## config.mk

```make
export PLATFORM = sky130hd
export DESIGN_NAME = gp_port
export DESIGN_NICKNAME = d
export VERILOG_FILES = /design/src/common/gp_pkg.sv /design/src/hdl/gp_port.sv
export VERILOG_INCLUDE_DIRS = /design/src /design/src/common
export SDC_FILE = /design/constraint.sdc
export NUM_CORES = 1
export LEC_CHECK = 0
export BUFFER_PORTS_ARGS = -buffer_cell sky130_fd_sc_hd__buf_2
export CAP_MARGIN = 10
export CORE_ASPECT_RATIO = 1.2
export CORE_UTILIZATION = 35
export CTS_CLUSTER_SIZE = 12
export DETAILED_ROUTE_END_ITERATION = 6
export GPL_TIMING_DRIVEN = 0
export PLACE_DENSITY = 0.54
export SYNTH_ARGS = -nofsm -noshare
export SYNTH_HDL_FRONTEND = slang
export SYNTH_SLANG_ARGS = --single-unit
export TNS_END_PERCENT = 30
```

## constraint.sdc

```tcl
create_clock -name clock -period 2.2 [get_ports clock]
set_input_delay 0.55 -clock clock [delete_from_list [all_inputs] [get_ports clock]]
set_output_delay 0.55 -clock clock [all_outputs]
set_load 0.005 [all_outputs]
```

## src/common/gp_defs.svh

```systemverilog
// Function
// - Eight-bit select mask, bit 0 is pin 0
// - Level read shows inputs and outputs alike
// - Unselected bits of level read are zero
// - Enable unmasks selected pins only
// - Disable masks selected pins only
// - Raw and masked status, view selector
// - Clear drops pending bits of selected pins
// - Request stays high until source cleared or disabled
// - Each pin carries one function at most
// - Analog type only prepares routed pins
// - Input, output or peripheral direction modes
// - Falling, rising, both, low, high detection
// - Analog pad type beside push-pull, open-drain
`ifndef GP_DEFS_SVH
`define GP_DEFS_SVH
// Byte offsets of the register map
`define GP_OFF_SEL      8'h00
`define GP_OFF_LEVEL    8'h04
`define GP_OFF_INT_EN   8'h08
`define GP_OFF_INT_DIS  8'h0C
`define GP_OFF_INT_CLR  8'h10
`define GP_OFF_INT_STAT 8'h14
`define GP_OFF_VIEW     8'h18
`define GP_OFF_DIR      8'h1C
`define GP_OFF_ITYPE    8'h20
`define GP_OFF_PAD      8'h24
`define GP_OFF_DOUT     8'h28
`define GP_OFF_MUX      8'h2C
// Field positions of the mux code
`define GP_MUX_PIN_LSB  0
`define GP_MUX_FUNC_LSB 4
// Reset values
`define GP_RST_BYTE     8'h00
`define GP_RST_FUNC     32'h0000_0000
`endif

```

## src/common/gp_pkg.sv

```systemverilog
package gp_pkg;
    // Direction mode of one pin
    typedef enum logic [1:0] {GP_DIR_IN, GP_DIR_OUT, GP_DIR_HW} gp_dir_t;
    // Interrupt detection of one pin
    typedef enum logic [2:0] {GP_FALL, GP_RISE, GP_BOTH, GP_LOW, GP_HIGH} gp_itype_t;
    // Pad type of one pin
    typedef enum logic [1:0] {GP_PUSH_PULL, GP_OPEN_DRAIN, GP_ANALOG} gp_pad_t;
    // APB request from the master
    typedef struct packed {
        logic        psel;
        logic        penable;
        logic        pwrite;
        logic [7:0]  paddr;
        logic [31:0] pwdata;
    } gp_apb_req_t;
    // APB answer to the master
    typedef struct packed {
        logic [31:0] prdata;
        logic        pready;
        logic        pslverr;
    } gp_apb_rsp_t;
endpackage : gp_pkg

```

## src/hdl/gp_port.sv

```systemverilog
// Design decisions made here: the address map and the APB register port.
`timescale 1ns/100ps
`default_nettype none
`include "gp_defs.svh"
module gp_port (
    input  wire logic                clock,       // 100 MHz system clock
    input  wire logic                arst_n,      // Asynchronous reset, active low
    input  wire gp_pkg::gp_apb_req_t apb_req,     // APB request
    output var  gp_pkg::gp_apb_rsp_t apb_rsp,     // APB answer, registered
    input  wire logic [7:0]          pin_in,      // Pad levels, asynchronous
    output logic      [7:0]          pin_out,     // Pad output values
    output logic      [7:0]          pin_oe,      // Pad output enables, high drives
    input  wire logic [7:0]          periph_out,  // Peripheral output per pin
    input  wire logic [7:0]          periph_oe,   // Peripheral enable per pin
    output logic      [7:0]          periph_in,   // Synchronised levels to peripherals
    output logic      [31:0]         alt_func,    // Four-bit function code per pin
    output logic      [7:0]          analog_en,   // Pad in analog input type
    output logic                     irq          // Level interrupt request
);
    import gp_pkg::*;

    ////////////////////////////////////////////////////////////////////////////
    // State
    // Everything the port remembers lives in one struct, so reset and
    // register update stay in a single process
    typedef struct packed {
        logic [7:0]      sel;      // Pin select mask
        logic [7:0]      unmask;   // Interrupt unmask per pin
        logic [7:0]      raw;      // Raw pending interrupts
        logic            view;     // Masked view select for status reads
        gp_dir_t   [7:0] dir;      // Direction mode per pin
        gp_itype_t [7:0] itype;    // Detection type per pin
        gp_pad_t   [7:0] pad;      // Pad type per pin
        logic [7:0]      aen;      // Analog pad flag per pin, for the output
        logic [7:0]      dout;     // Software output data
        logic [31:0]     func;     // Function code per pin
        logic [7:0]      sync1;    // First synchroniser stage
        logic [7:0]      sync2;    // Second synchroniser stage
        logic [7:0]      prev;     // Previous level for edge detection
        logic [7:0]      pout;     // Registered pad value
        logic [7:0]      poe;      // Registered pad enable
        logic            irq;      // Registered request
        gp_apb_rsp_t     rsp;      // Registered bus answer
    } gp_state_t;

    gp_state_t   s;       // Present state
    gp_state_t   next_s;  // Next state
    logic [7:0]  ev;      // Detected events this cycle
    logic [7:0]  clr;     // Pins cleared this cycle
    logic        wr_acc;  // Write completes at this edge
    logic        rd_req;  // Access answered at this edge, read or write
    logic        hit;     // Address maps to a register
    logic [31:0] rdval;   // Read mux result
    logic [7:0]  addr;    // Byte address
    logic [2:0]  mux_pin; // Pin index of a mux write
    logic [3:0]  mux_fn;  // Function of a mux write

    assign addr    = apb_req.paddr;
    assign mux_pin = apb_req.pwdata[`GP_MUX_PIN_LSB +: 3];
    assign mux_fn  = apb_req.pwdata[`GP_MUX_FUNC_LSB +: 4];

    ////////////////////////////////////////////////////////////////////////////
    // Bus decode: one wait state, so the answer is a flop
    // The registered answer costs a cycle per access but keeps the read mux
    // off the bus return path; a write lands only at the edge where pready
    // is seen high, so the access phase always spans two edges
    always_comb begin
        wr_acc = apb_req.psel & apb_req.penable & apb_req.pwrite & s.rsp.pready;
        rd_req = apb_req.psel & apb_req.penable & ~s.rsp.pready;
        hit    = 1'b1;
        rdval  = 32'h0000_0000;
        // Upper bits stay zero on byte-wide reads
        if (addr == `GP_OFF_SEL) begin
            rdval[7:0] = s.sel;
        end else if (addr == `GP_OFF_LEVEL) begin
            rdval[7:0] = s.sync2 & s.sel;
        end else if (addr == `GP_OFF_INT_EN || addr == `GP_OFF_INT_DIS) begin
            // Enable and disable both read back the unmask bits
            rdval[7:0] = s.unmask;
        end else if (addr == `GP_OFF_INT_CLR) begin
            rdval = 32'h0000_0000;
        end else if (addr == `GP_OFF_INT_STAT) begin
            rdval[7:0] = s.view ? (s.raw & s.unmask) : s.raw;
        end else if (addr == `GP_OFF_VIEW) begin
            rdval[0] = s.view;
        end else if (addr == `GP_OFF_DIR) begin
            rdval[15:0] = s.dir;
        end else if (addr == `GP_OFF_ITYPE) begin
            rdval[23:0] = s.itype;
        end else if (addr == `GP_OFF_PAD) begin
            rdval[15:0] = s.pad;
        end else if (addr == `GP_OFF_DOUT) begin
            rdval[7:0] = s.dout;
        end else if (addr == `GP_OFF_MUX) begin
            rdval = s.func;
        end else begin
            // Unmapped: error answer with zero data
            hit = 1'b0;
        end
    end

    ////////////////////////////////////////////////////////////////////////////
    // Next state
    always_comb begin
        next_s       = s;
        ev           = 8'h00;
        clr          = 8'h00;
        // Synchroniser: first stage feeds only the second
        // Pads are asynchronous, so no logic may read the first stage
        next_s.sync1 = pin_in;
        next_s.sync2 = s.sync1;
        next_s.prev  = s.sync2;
        // Detection per pin on synchronised levels
        // Limitation: a pin that idles high gives one rising edge after reset,
        // since the history flops start low
        for (int i = 0; i < 8; i++) begin
            case (s.itype[i])
                GP_FALL: ev[i] = ~s.sync2[i] & s.prev[i];
                GP_RISE: ev[i] = s.sync2[i] & ~s.prev[i];
                GP_BOTH: ev[i] = s.sync2[i] ^ s.prev[i];
                GP_LOW:  ev[i] = ~s.sync2[i];
                GP_HIGH: ev[i] = s.sync2[i];
                default: ev[i] = 1'b0;
            endcase
        end
        // Answer phase lasts exactly one cycle
        // prdata keeps its last value between answers, which saves a mux
        next_s.rsp.pready  = 1'b0;
        next_s.rsp.pslverr = 1'b0;
        if (rd_req) begin
            next_s.rsp.pready  = 1'b1;
            next_s.rsp.pslverr = ~hit;
            next_s.rsp.prdata  = apb_req.pwrite ? 32'h0000_0000 : rdval;
        end
        // Writes take effect at the completing edge
        if (wr_acc) begin
            if (addr == `GP_OFF_SEL) begin
                next_s.sel = apb_req.pwdata[7:0];
            end else if (addr == `GP_OFF_INT_EN) begin
                next_s.unmask = s.unmask | s.sel;
            end else if (addr == `GP_OFF_INT_DIS) begin
                next_s.unmask = s.unmask & ~s.sel;
            end else if (addr == `GP_OFF_INT_CLR) begin
                // Clear acts on the selected pins, not on the write data
                clr = s.sel;
            end else if (addr == `GP_OFF_VIEW) begin
                next_s.view = apb_req.pwdata[0];
            end else if (addr == `GP_OFF_DOUT) begin
                next_s.dout = (s.dout & ~s.sel) | (apb_req.pwdata[7:0] & s.sel);
            end else if (addr == `GP_OFF_MUX) begin
                // One code per write, one function slot per pin
                // A code of zero leaves the pin as plain GPIO
                next_s.func[mux_pin*4 +: 4] = mux_fn;
            end
            for (int i = 0; i < 8; i++) begin
                // Reserved codes are dropped so the enums never hold an illegal value
                if (s.sel[i] && addr == `GP_OFF_DIR && apb_req.pwdata[1:0] <= 2'h2) begin
                    next_s.dir[i] = gp_dir_t'(apb_req.pwdata[1:0]);
                end
                if (s.sel[i] && addr == `GP_OFF_ITYPE && apb_req.pwdata[2:0] <= 3'h4) begin
                    next_s.itype[i] = gp_itype_t'(apb_req.pwdata[2:0]);
                end
                // Analog only prepares a pin that already has a function
                if (s.sel[i] && addr == `GP_OFF_PAD && apb_req.pwdata[1:0] <= 2'h2
                    && (apb_req.pwdata[1:0] != 2'h2 || s.func[i*4 +: 4] != 4'h0)) begin
                    next_s.pad[i] = gp_pad_t'(apb_req.pwdata[1:0]);
                end
            end
        end
        // A new event beats a clear in the same cycle
        // Level types set raw again every cycle, so clearing a held level does not stick
        next_s.raw = (s.raw & ~clr) | ev;
        // Request holds until pending bits really go
        // One cycle behind the pending bits, which keeps the output a plain flop
        next_s.irq = |(s.raw & s.unmask);
        // Pad drive per pin
        // Drives follow the configuration one cycle later, through flops
        for (int i = 0; i < 8; i++) begin
            logic v;
            logic e;
            v = 1'b0;
            e = 1'b0;
            case (s.dir[i])
                GP_DIR_OUT: begin
                    v = s.dout[i];
                    e = 1'b1;
                end
                GP_DIR_HW: begin
                    v = periph_out[i];
                    e = periph_oe[i];
                end
                default: begin
                    v = 1'b0;
                    e = 1'b0;
                end
            endcase
            case (s.pad[i])
                GP_OPEN_DRAIN: begin
                    next_s.pout[i] = 1'b0;
                    next_s.poe[i]  = e & ~v;
                end
                GP_ANALOG: begin
                    next_s.pout[i] = 1'b0;
                    next_s.poe[i]  = 1'b0;
                end
                default: begin
                    next_s.pout[i] = v;
                    next_s.poe[i]  = e;
                end
            endcase
            // Flag kept as a flop so the analog output is registered
            next_s.aen[i] = (next_s.pad[i] == GP_ANALOG);
        end
    end

    ////////////////////////////////////////////////////////////////////////////
    // State register
    // Function codes reset to zero: every pin starts as plain GPIO
    // Only constants in the reset branch, so reset needs no clock
    always_ff @(posedge clock or negedge arst_n) begin
        if (!arst_n) begin
            s        <= '0;
            s.func   <= `GP_RST_FUNC;
            s.unmask <= `GP_RST_BYTE;
        end else begin
            s <= next_s;
        end
    end

    ////////////////////////////////////////////////////////////////////////////
    // Outputs, all straight from flops
    // Nothing is decoded here, so no pad or bus line sees a glitch
    always_comb begin
        apb_rsp   = s.rsp;
        pin_out   = s.pout;
        pin_oe    = s.poe;
        periph_in = s.sync2;
        alt_func  = s.func;
        irq       = s.irq;
        analog_en = s.aen;
    end
endmodule : gp_port
`default_nettype wire

```

# After elaboration in Yosys (flattened, before gate mapping)
# Index checks and enable logic that the tools add are counted.
# Widths: inputs -> output; s select.
word_totals:
  out_inout_bits: 99
  in_bits: 69
  wordCells: 446
  register_bits: 204
classes:
  shift: 2
  n_bitwise: 79
  eq_ne: 84
  reduce_logical: 113
  muxes: 125
  n_addsub: 1
  magnitude_cmp: 2
op_table:
  columns: ["cell", "n"]
  rows:
  - ["$mux 24", 22]
  - ["$mux 32", 13]
  - ["$mux 16", 13]
  - ["$mux 8", 14]
  - ["$logic_and 1x1->1", 56]
  - ["$and 8x8->8", 6]
  - ["$eq 2x2->1 const B", 24]
  - ["$eq 3x2->1 const B", 16]
  - ["$pmux 1 s2", 24]
  - ["$pmux 1 s5", 8]
  - ["$neg 5->34", 1]
  - ["$reduce_and 2->1", 17]
  - ["$shift 4x34->32 const A", 1]
  - ["$shiftx 4x34->32", 1]
  - ["$bwmux 32", 1]
  - ["$eq 2x1->1 const B", 16]
  - ["$eq 8x5->1 const B", 4]
  - ["$eq 8x6->1 const B", 4]
  - ["$not 1->1", 32]
  - ["$reduce_bool 4->1", 8]
  - ["$mux 31", 1]
  - ["$and 1x1->1", 28]
  - ["$eq 3x1->1 const B", 8]
  - ["$eq 3x3->1 const B", 8]
  - ["20 further kinds", 80]

# Depth between registers and ports, before layout
# Gate-level depths: netlist of run 1.
depth:
  depth_word: 47
  ltp_mapped: 10
  ltp_nobuf: 7

# Least setup slack after synthesis of run 1
# No wires, ideal clock.
synth_timing:
  path_type: "in2reg"
  startpoint: "in apb_req[1] in the netlist's numbering"
  endpoint: "reg s (netlist bit alt_func[12])"
  cell_stages: 9
  path_buffers: 2
  slack_ns: -0.719
  required_time_ns: 2.075
  setup_time_ns: 0.125
  t_arrival_ns: 2.795
  path_cell_list: "clkbuf_1 clkinv_1 clkbuf_1 ha_1 ha_1 nand3_1 or2_2 nor3_2 mux2_2"
synth_between:
  elab_chain_cells: 3
  word_cells_on_any_way: 4
  cone_classes: "add/sub (1); shift (2); mux (1)"
synth_lines:
  columns: ["element", "line_no", "rtl"]
  rows:
  - ["start: declaration", "gp_port.sv:8", "input wire gp_pkg::gp_apb_req_t apb_req,"]
  - ["$neg 5->34 *", "gp_port.sv:153", "next_s.func[mux_pin*4 +: 4] = mux_fn;"]
  - ["$shiftx 4x34->32 / $shift 4x34->32 (equally long branches)", "gp_port.sv:153", null]
  - ["$bwmux 32 *", "gp_port.sv:153", null]
  - ["end signal: assignment", "gp_port.sv:226", "s <= next_s;"]
  - ["end: declaration", "gp_port.sv:46", "gp_state_t s;"]
# Every way passes the cells marked *; elsewhere a longest branch is shown, timed or not.
# A chain may end at the register's enable or synchronous reset.

==> results.cfg, run 1 <==
[layout]
final_cells = 1602
final_layout_size_suffix_gt1_share_pct = 34.9
n_fill_cell = 2967
area.growth.synth_to_final_pct = 20.8
insertedDiodeCount = 0
layout.nets = 1305

[synth]
avgSynthCellArea_sq_um = 10.7
yosysSeqAreaShare_pct = 46.9
synth_cell_type_count = 60
synth_fp_nets = 1134
post_synth_instance_area_sq_um = 10900
synth-seq-cells = 204
async_reset_ff_share_pct = 100
synth-main-ff-cell = dfrtp_1
synthCells = 1020
number_of_flops_mapped_to_enable_cells_by_yosys = 0
count_of_synthesis_stage_warnings_from_yosys = 0

[clock_network]
tritoncts = yes
clock_tree.buffer_depth = 3
root_buffer = clkbuf_16
cts-htree-levels = 1
clkTransAtPathRegs_ns = 0.06
clock_sinks = 204
clk_latency_ns = 0.53
cts_made_buffers = 23

[sta]
timing_max_transition_violations_final = 0
finalSetupViolations = 0
worst_slew_pin_tran_ns = 0.954
period_minus_slack_ns = 2.18
whs_ns = 0.0116
timing.final.ws_setup_ns = 0.0205
finalHoldViolations = 0
final.period_utilization_pct = 99.1
fin_tns_setup_ns = 0
final.setup_skew_ns = 0.0165
rel_slew_slack_pct = 36.4
grt_setup_unrepaired = yes
max_freq_ghz = 0.459

[floorplan]
fp.dieArea_sq_um = 31800
core.rowCount = 70
pin_count = 168
die_x_microns = 163
placeableCoreArea_sq_um = 30600
floorplan.die.height_microns = 195
floorplan.initialDensity_pct = 35.6

[critical_path]
crit_required_ns = 2.61
timing.critical_path.from_type = input port
crit_type = input port to flop
critical_path_peak_fanout = 9
crit_path_end_kind = flop
arrival_ns = 2.59

[global_routing]
grt.total_usage_pct = 21.1
antenna_violations_before_repair = 0
grt_start_max_net_pins = 117
wire_length_of_the_first_global_routing_pass_microns = 50000
overflow_after_grt = 0
first_global_vias = 8142

[placement]
gp_routability_congestion = 0.886
place_ws_ns = -0.901
post-dp-hpwl_microns = 24100
io_buffers = 143
placedCellCount = 1560

[pwr]
vdd_drop_max_uv = 373
power.density_nw_per_um2 = 609
leakagePower_nw = 6.54

[detailed_routing]
route.vias.total = 8241
detail_route.iter0.violations = 608
drt_wl_total_microns = 32800
antenna_violating_nets_post_route = 0
wl_per_cell_microns = 20.5
avgViaCountPerCell = 5.14
detail_route.first_pass.iterations = 5
remaining_drc_errors = 0

[worst_hold_path]
hold_path_class = input port to async pin

[status]
run_status = completed

[run]
timing.max_cap.violations = 0
[worst max-delay path, cell delays in order]
cell and delay [ns]:
buf_2 0.14, nor4b_4 0.46, nand3_4 0.20, or3_1 0.33
buf_2 0.22, a211o_2 0.37, mux2_4 0.31
[layer usage]
metal / part of all wire, % / up-vias / track usage, %
met5: 0 / - / 0
met4: 3.6 / 0 / 8.65
met3: 5.9 / 63 / 3.89
met2: 46 / 271 / 33.0
met1: 44 / 4054 / 28.6
li1: - / 3853 / -
[cells by family after synthesis]
group,Yosys count,share of synthesized area [%]
flops,204,46.9
compound gates,197,12.6
buf+inv,195,10.2
mux,129,13.4
simple gates,250,11.8
fa+ha+maj,45,5.17
[worst paths after layout]
| path | from | to | cells after the start | slack [ns] |
|---|---|---|---|---|
| hold / removal | arst_n | pin_out[3] | 1 | 0.01 |
| min in group clock | pin_in[0] | next_s[59] | 1 | 0.13 |
| setup reg to reg | apb_rsp[1] | s[133] | 5 | 0.06 |
| hold reg to reg | next_s[60] | periph_in[1] | 0 | 0.35 |
| max in group asynchronous | arst_n | apb_rsp[9] | 2 | 1.12 |
| setup / recovery | apb_req[38] | s[133] | 7 | 0.02 |
[area by class of cell]
type | instances | area, sq um | share of cell area [%]
Tap cell | 396 | 495 | 3.77
Inverter | 65 | 259 | 1.97
Sequential cell | 204 | 5100 | 38.8
Clock inverter | 6 | 40.0 | 0.304
Multi-Input combinational cell | 621 | 4830 | 36.7
Clock buffer | 34 | 667 | 5.07
Buffer | 126 | 941 | 7.15
Timing Repair Buffer | 150 | 816 | 6.20
[cells in the final DEF, fill, tap and decap left out, types with 9 or more instances in the layout]
| cell type | netlist | routed |
|---|---|---|
| buf_2 | 5 | 145 |
| ha_1 | 45 | 43 |
| dfrtp_1 | 204 | 204 |
| mux2i_1 | 60 | 60 |
| a22oi_1 | 21 | 21 |
| inv_1 | 64 | 63 |
| a21oi_1 | 22 | 22 |
| or2_2 | 11 | 10 |
| nor3_1 | 10 | 10 |
| clkbuf_16 | 0 | 26 |
| buf_4 | 98 | 105 |
| nand2b_1 | 13 | 13 |
| nor2_2 | 2 | 9 |
| nor2_1 | 48 | 38 |
| mux2_2 | 57 | 53 |
| a211oi_1 | 15 | 15 |
| mux2_4 | 7 | 11 |
| clkbuf_1 | 24 | 15 |
| nor4_1 | 11 | 10 |
| and3_1 | 10 | 10 |
| nand3_1 | 30 | 29 |
| nand2_1 | 77 | 76 |
| a22o_1 | 18 | 18 |
| o21ai_0 | 69 | 65 |
[Yosys cell counts (9+ instances only)]
cell type    n  share of area [%]
and3_1      10               0.57
mux2_2      57                5.9
a211o_1      9               0.72
a22oi_1     21                1.4
buf_4       98                6.8
nor3_1      10               0.46
a21oi_1     22                1.0
dfrtp_1    204                 47
inv_1       64                2.2
a211oi_1    15                1.0
or2_2       11               0.63
o21ai_0     69                3.2
nand2b_1    13               0.75
a22o_1      18                1.4
mux2i_1     60                5.5
nand2_1     77                2.7
nor4_1      11               0.63
clkbuf_1    24               0.83
nor2_1      48                1.7
nand3_1     30                1.4
ha_1        45                5.2
[power breakdown]
group	internal [mW]	switching [mW]
Clock	2.09	1.60
Combinational	0.180	0.338
Sequential	3.78	0.0275
Total	6.05	1.96
[stage by stage]
step / total power [mW] / cell area (sq um) / utilization, %
floorplan: 4.10 / 11000 / -
global placement: 4.37 / 12200 / 40.0
detailed placement: 4.38 / 12300 / 40.2
CTS: 8.13 / 13100 / 42.9
global route: 8.35 / 13200 / 43.0
finish: 8.02 / 13200 / 43.0
[state kept, by name, summed over array words and instances, names as in the netlist, named ones only]
name,flops
pin_out,8
periph_in,8
s,81
next_s,8
pin_oe,8
irq,1
alt_func,32
analog_en,8
apb_rsp,34
[what timing repair did]
item | 4_1_cts | 5_1_grt
hold buffers | 0 | 0
resized for setup | 26 | 14
pin swaps | 3 | 4
hold endpoints to repair | 0 | 0
setup buffers | 2 | 4
endpoints found under the setup margin | 96 | 84
Note: power is estimated with default switching activity, not from simulation.
==> run 2, diff against run 1 <==
--- a/config.mk
+++ b/config.mk
@@ -13,7 +13,7 @@
 export CTS_CLUSTER_SIZE = 12
 export DETAILED_ROUTE_END_ITERATION = 6
 export GPL_TIMING_DRIVEN = 0
-export PLACE_DENSITY = 0.54
+export PLACE_DENSITY = 0.56
 export SYNTH_ARGS = -nofsm -noshare
 export SYNTH_HDL_FRONTEND = slang
 export SYNTH_SLANG_ARGS = --single-unit
==> constraint.sdc (replaced) <==
create_clock -name clock -period 1.8 [get_ports clock]
set_input_delay 0.45 -clock clock [delete_from_list [all_inputs] [get_ports clock]]
set_output_delay 0.45 -clock clock [all_outputs]
set_load 0.005 [all_outputs]
==> run 2 against run 1 <==
The flow now finishes with violations (setup timing). Register-to-register slack got worse by 0.10 ns. Cell count increased by 1.6%. Clock skew about the same. Critical endpoint unchanged. Largest power group unchanged.
==> results.cfg, run 2 (same netlist as run 1, synthesis figures left out) <==
[floorplan]
fp.dieArea_sq_um = 31800
placeableCoreArea_sq_um = 30600
pin_count = 168
floorplan.initialDensity_pct = 35.6
floorplan.die.height_microns = 195
core.rowCount = 70
die_x_microns = 163

[critical_path]
crit_path_max_incr_delay_ns = 0.39
timing.critical_path.from_type = flop
crit_required_ns = 2.21
arrival_ns = 2.25
critical_path_peak_fanout = 10
crit_type = flop to flop
critPathSlowestCell = a211o_4
timing.critical_path.cells = and4_4, clkbuf_8, nand2_2, a211o_4, mux2_4
crit_path_end_kind = flop

[detailed_routing]
avgViaCountPerCell = 5.16
detail_route.first_pass.iterations = 5
remaining_drc_errors = 0
drt_wl_total_microns = 33900
route.vias.total = 8406
antenna_violating_nets_post_route = 0
wl_per_cell_microns = 20.8
detail_route.iter0.violations = 668

[sta]
period_minus_slack_ns = 1.84
finalHoldViolations = 0
final.period_utilization_pct = 102
fin_tns_setup_ns = -0.121
finalSetupViolations = 6
final.setup_skew_ns = 0.0161
rel_slew_slack_pct = 31.0
timing.final.ws_setup_ns = -0.0447
worst_slew_pin_tran_ns = 1.03
timing_max_transition_violations_final = 0
grt_setup_unrepaired = yes
max_freq_ghz = 0.542

[pwr]
power.density_nw_per_um2 = 722
leakagePower_nw = 6.79
vdd_drop_max_uv = 467
seqPwrFrac_pct = 47.0
internal_power_mw = 7.51
clock_power_share_pct = 45.8
power_frac_comb_pct = 7.2
net-switching-power_mw = 2.40
sw_frac_of_total_pct = 24.2

[layout]
insertedDiodeCount = 0
final_cell_area_sq_um = 13700
mostFrequentLayoutCells = dfrtp_1 (197), buf_2 (139), buf_4 (132)
area.growth.synth_to_final_pct = 26.0
final_cells = 1628
largest_reg_flops = 81
final_layout_size_suffix_gt1_share_pct = 40.3
top_register = s
finish.utilization_pct = 44.9
mostFrequentLayoutCell = dfrtp_1
layout.nets = 1335

[placement]
io_buffers = 143
placedCellCount = 1560
gp_routability_congestion = 0.921
post-dp-hpwl_microns = 24100
dpl-instance-area_sq_um = 12400
place_ws_ns = -1.26

[clock_network]
cts_made_buffers = 23
root_buffer = clkbuf_16
tritoncts = yes
clock_sinks = 204
clock_tree.buffer_depth = 3
clk_latency_ns = 0.53
clkTransAtPathRegs_ns = 0.06
cts-htree-levels = 1

[status]
failing_checks = setup timing
run_status = finished, violations left

[global_routing]
first_global_vias = 8284
overflow_after_grt = 0
wire_length_of_the_first_global_routing_pass_microns = 51500
antenna_violations_before_repair = 1
grt_start_max_net_pins = 115
grt.total_usage_pct = 21.6

[worst_hold_path]
hold_path_class = input port to flop

[run]
timing.max_cap.violations = 0
[run 2: final cells by class]
type / count / area [sq um]
clock buffers: 30 / 642
inverters: 65 / 282
multi-input cells: 621 / 5050
clock inverters: 6 / 58.8
flip-flops and latches: 204 / 5110
plain buffers: 125 / 970
fillers: 2928 / 16800
well taps: 396 / 495
repair buffers: 181 / 1110
[run 2: path summary, 6_finish.rpt]
kind                             from  slack [ns]           end  cells after the start
min in group asynchronous      arst_n        0.46    pin_out[3]                      2
max in group asynchronous      arst_n        0.28  periph_in[7]                      3
min reg2reg                next_s[65]        0.34  periph_in[6]                      0
min                         pin_in[2]        0.04    next_s[61]                      1
max                        apb_rsp[1]       -0.04        s[133]                      5
max reg2reg                apb_rsp[1]       -0.04        s[133]                      5
[run 2: metrics by stage]
| stage | total power [mW] | hold WS [ns] |
|---|---|---|
| 6_report | 9.91 | 0.0367 |
| 5_1_grt | 10.3 | 0.0229 |
| 4_1_cts | 10.0 | 0.0117 |
| 3_5_place_dp | 5.37 | 0.336 |
| 3_3_place_gp | 5.35 | 0.332 |
| 2_1_floorplan | 5.02 | 0.154 |
[run 2: repair_timing]
item | in CTS | in global routing
resized for setup | 63 | 64
pin swaps | 14 | 17
endpoints found under the hold margin | 84 | 0
setup buffers | 22 | 14
cloned | 0 | 0
hold buffers | 1 | 0
endpoints found under the setup margin | 158 | 115
[run 2: critical path, delay by kind of cell, from the launching register on]
| kind | cells | cell delay, ns |
|---|---|---|
| AOI/OAI and AO/OA | 1 | 0.39 |
| and+or+nand+nor | 2 | 0.46 |
| DFF | 1 | 0.36 |
| buffers and inverters | 1 | 0.21 |
| muxes | 1 | 0.31 |
[run 2: layer usage]
layer / routed length [microns] / track usage [%] / vias to the layer above
met5: 17 / 0 / -
met4: 923 / 5.78 / 2
met3: 2090 / 3.57 / 67
met2: 16000 / 35.4 / 278
met1: 14800 / 29.2 / 4149
li1: - / - / 3910
[run 2: power groups by stage]
stage,Sequential [mW],Combinational [mW],Clock (mW)
floorplan,4.72,0.295,0
global placement,4.74,0.611,0
detailed placement,4.74,0.625,0
CTS,4.66,0.682,4.67
global route,4.66,0.776,4.85
finish,4.66,0.713,4.54
==> run 3, diff against run 2 <==
--- a/config.mk
+++ b/config.mk
@@ -6,10 +6,12 @@
 export SDC_FILE = /design/constraint.sdc
 export NUM_CORES = 1
 export LEC_CHECK = 0
+export ABC_AREA = 1
 export BUFFER_PORTS_ARGS = -buffer_cell sky130_fd_sc_hd__buf_2
 export CAP_MARGIN = 10
 export CORE_ASPECT_RATIO = 1.2
 export CORE_UTILIZATION = 35
+export CTS_BUF_LIST = sky130_fd_sc_hd__clkbuf_16
 export CTS_CLUSTER_SIZE = 12
 export DETAILED_ROUTE_END_ITERATION = 6
 export GPL_TIMING_DRIVEN = 0
==> run 3 against run 2 <==
The run now ends clean. First-iteration DRC count decreased by 3.0%. Worst setup slack improved by 0.065 ns. Die area about the same. Maximum frequency increased by 3.7%. Critical path depth increased by 6. Non-clock buffer count decreased by 23. Sequential share of layout area increased by 1.2 points. Cell area decreased by 3.3%. Critical endpoint is now analog_en[5].
==> results.cfg, run 3 <==
[clock_network]
tritoncts = yes
clock_tree.buffer_depth = 3
cts_made_buffers = 24
cts-htree-levels = 1
clkTransAtPathRegs_ns = 0.06
root_buffer = clkbuf_16
clock_sinks = 204
clk_latency_ns = 0.53

[detailed_routing]
antenna_violating_nets_post_route = 0
wl_per_cell_microns = 18.0
avgViaCountPerCell = 5.02
remaining_drc_errors = 0
detail_route.iter0.violations = 648
drt_wl_total_microns = 34100
route.vias.total = 9483
detail_route.first_pass.iterations = 5

[synth]
yosysSeqAreaShare_pct = 46.9
count_of_synthesis_stage_warnings_from_yosys = 0
avgSynthCellArea_sq_um = 8.39
synth.area.top_cells = dfrtp_1 (47%), nand2_1 (11%), buf_4 (7.0%)
synth.area.mux_share_pct = 0.736
synth_largest_area_cell = dfrtp_1
synth_simple_gate_area_share_pct = 19.6
yosys.cell_count.top_type = nand2_1
number_of_flops_mapped_to_enable_cells_by_yosys = 0
synthCells = 1297
xor_xnor_cell_area_share_of_the_yosys_netlist_pct = 0
synth-main-ff-cell = dfrtp_1
synth_fp_nets = 1411
post_synth_instance_area_sq_um = 10900
async_reset_ff_share_pct = 100
synth.cells.most_frequent = nand2_1 (306), dfrtp_1 (204), inv_1 (150)
synth-seq-cells = 204
yosys.area_share.adder_pct = 5.17
area_share_of_the_largest_cell_type_after_synthesis_pct = 46.9
synth_cell_type_count = 44
synth_top_family_by_area = simple AND/OR/NAND/NOR gates
synth-compound-area-share_pct = 13.8

[critical_path]
arrival_ns = 2.19
crit_path_max_incr_delay_ns = 0.28
timing.critical_path.from_type = input port
crit_path_end_kind = flop
crit_required_ns = 2.21
crit_type = input port to flop
timing.critical_path.cells = buf_4, clkinvlp_4, clkbuf_8, ha_4, clkinvlp_4, nor3_2, nand3_2, nand3_2, nand2_1, o21ai_1, nor2_1
critical_path_peak_fanout = 11
critPathSlowestCell = clkinvlp_4

[layout]
final_layout_size_suffix_gt1_share_pct = 25.9
area.growth.synth_to_final_pct = 21.8
mostFrequentLayoutCell = nand2_1
layout.nets = 1594
largest_reg_flops = 81
finish.utilization_pct = 43.4
final_cell_area_sq_um = 13300
n_fill_cell = 3067
mostFrequentLayoutCells = nand2_1 (300), dfrtp_1 (200), inv_1 (153)
insertedDiodeCount = 0
top_register = s

[pwr]
vdd_drop_max_uv = 617
power.density_nw_per_um2 = 730
leakagePower_nw = 6.74

[global_routing]
first_global_vias = 9179
top_usage_layer = met2
grt.met3_usage_pct = 2.72
antenna_violations_before_repair = 0
grt_start_max_net_pins = 85
met2_track_demand_over_resource_in_global_routing_pct = 34.6
overflow_after_grt = 0
grt.total_usage_pct = 21.8
wire_length_of_the_first_global_routing_pass_microns = 52800
met1_usage_pct = 29.9

[sta]
worst_slew_pin_tran_ns = 0.902
timing_max_transition_violations_final = 0
finalSetupViolations = 0
final.setup_skew_ns = 0.0250
rel_slew_slack_pct = 39.8
finalHoldViolations = 0
max_freq_ghz = 0.562
grt_setup_unrepaired = yes
final.period_utilization_pct = 98.9
timing.final.ws_setup_ns = 0.0205
period_minus_slack_ns = 1.78

[floorplan]
floorplan.initialDensity_pct = 35.6
floorplan.die.height_microns = 195
fp.dieArea_sq_um = 31800
placeableCoreArea_sq_um = 30600
pin_count = 168
core.rowCount = 70
die_x_microns = 163

[placement]
place_ws_ns = -1.21
io_buffers = 143
dpl-instance-area_sq_um = 12200
gp_routability_congestion = 0.907
post-dp-hpwl_microns = 25400

[run]
timing.max_cap.violations = 0

[worst_hold_path]
hold_path_class = input port to flop

[status]
run_status = completed
run 3: cell count changes after synthesis, moves of 16 or more:
| cell | change |
|---|---|
| mux2_2 | -57 |
| nand3_1 | +18 |
| inv_1 | +86 |
| nand4_1 | +26 |
| a22o_1 | -18 |
| nand2_1 | +229 |
| o21ai_1 | +29 |
| mux2i_1 | -52 |
| inv_2 | +16 |
| o21ai_0 | +39 |
| a22oi_1 | -21 |
run 3: area by class of cell:
class,count,area [sq um],share of cell area (%)
Buffer,126,908,6.85
Clock buffer,24,601,4.53
Clock inverter,16,101,0.764
Inverter,169,653,4.92
Multi-Input combinational cell,798,4520,34.1
Sequential cell,204,5110,38.5
Tap cell,396,495,3.74
Timing Repair Buffer,157,878,6.62
run 3: path summary, 6_finish.rpt:
kind                            startpoint      endpoint  slack, ns  cells past startpoint
worst max-delay path            apb_req[0]  analog_en[5]       0.02                     11
worst max register to register  apb_rsp[1]  alt_func[25]       0.06                      7
min in group asynchronous           arst_n   apb_rsp[33]       0.39                      2
max in group asynchronous           arst_n  periph_in[3]       0.26                      4
worst min-delay path             pin_in[0]    next_s[59]       0.04                      1
worst min register to register  next_s[60]  periph_in[1]       0.35                      0
run 3: repair_timing:
item,in CTS,in global routing
pin swaps,2,5
resized for setup,30,31
hold endpoints to repair,43,0
setup buffers,5,6
setup endpoints to repair,105,67
hold buffers,1,0
run 3: critical path: cells and delay by family:
| family | cells | cell delay [ns] |
|---|---|---|
| AND/OR/NAND/NOR | 5 | 0.64 |
| buffers and inverters | 4 | 0.75 |
| AO/OA/AOI/OAI | 1 | 0.09 |
| adder cells (fa/ha/maj) | 1 | 0.23 |
run 3: cells by family (layout without fill, tap and decap cells):
kind of cell	Yosys count	in the layout
muxes	8	8
buffers and inverters	295	492
DFF	204	204
AOI/OAI and AO/OA	254	254
and+or+nand+nor	491	491
adders and majority gates	45	45
run 3: routing by layer:
layer | up-vias | wire (microns)
met5 | - | 0
met4 | 0 | 1240
met3 | 65 | 2080
met2 | 343 | 15900
met1 | 4516 | 14900
li1 | 4559 | -
run 3: stage by stage:
step | setup TNS [ns] | std cells | total power, mW | hold WS [ns]
floorplan | -0.115 | 1297 | 4.97 | 0.154
global placement | -753.58 | 1836 | 5.28 | 0.332
detailed placement | -75.97 | 1838 | 5.30 | 0.336
CTS | -0.00481 | 1884 | 9.81 | 0.0224
global route | -0.155 | 1890 | 10.1 | 0.0236
finish | 0 | 1890 | 9.68 | 0.0414
run 3: power breakdown:
part	leakage (nW)	internal, mW	switching, mW
clock network	0.370	2.54	1.89
registers	2.72	4.62	0.0357
logic	3.66	0.181	0.412
total	6.74	7.34	2.34
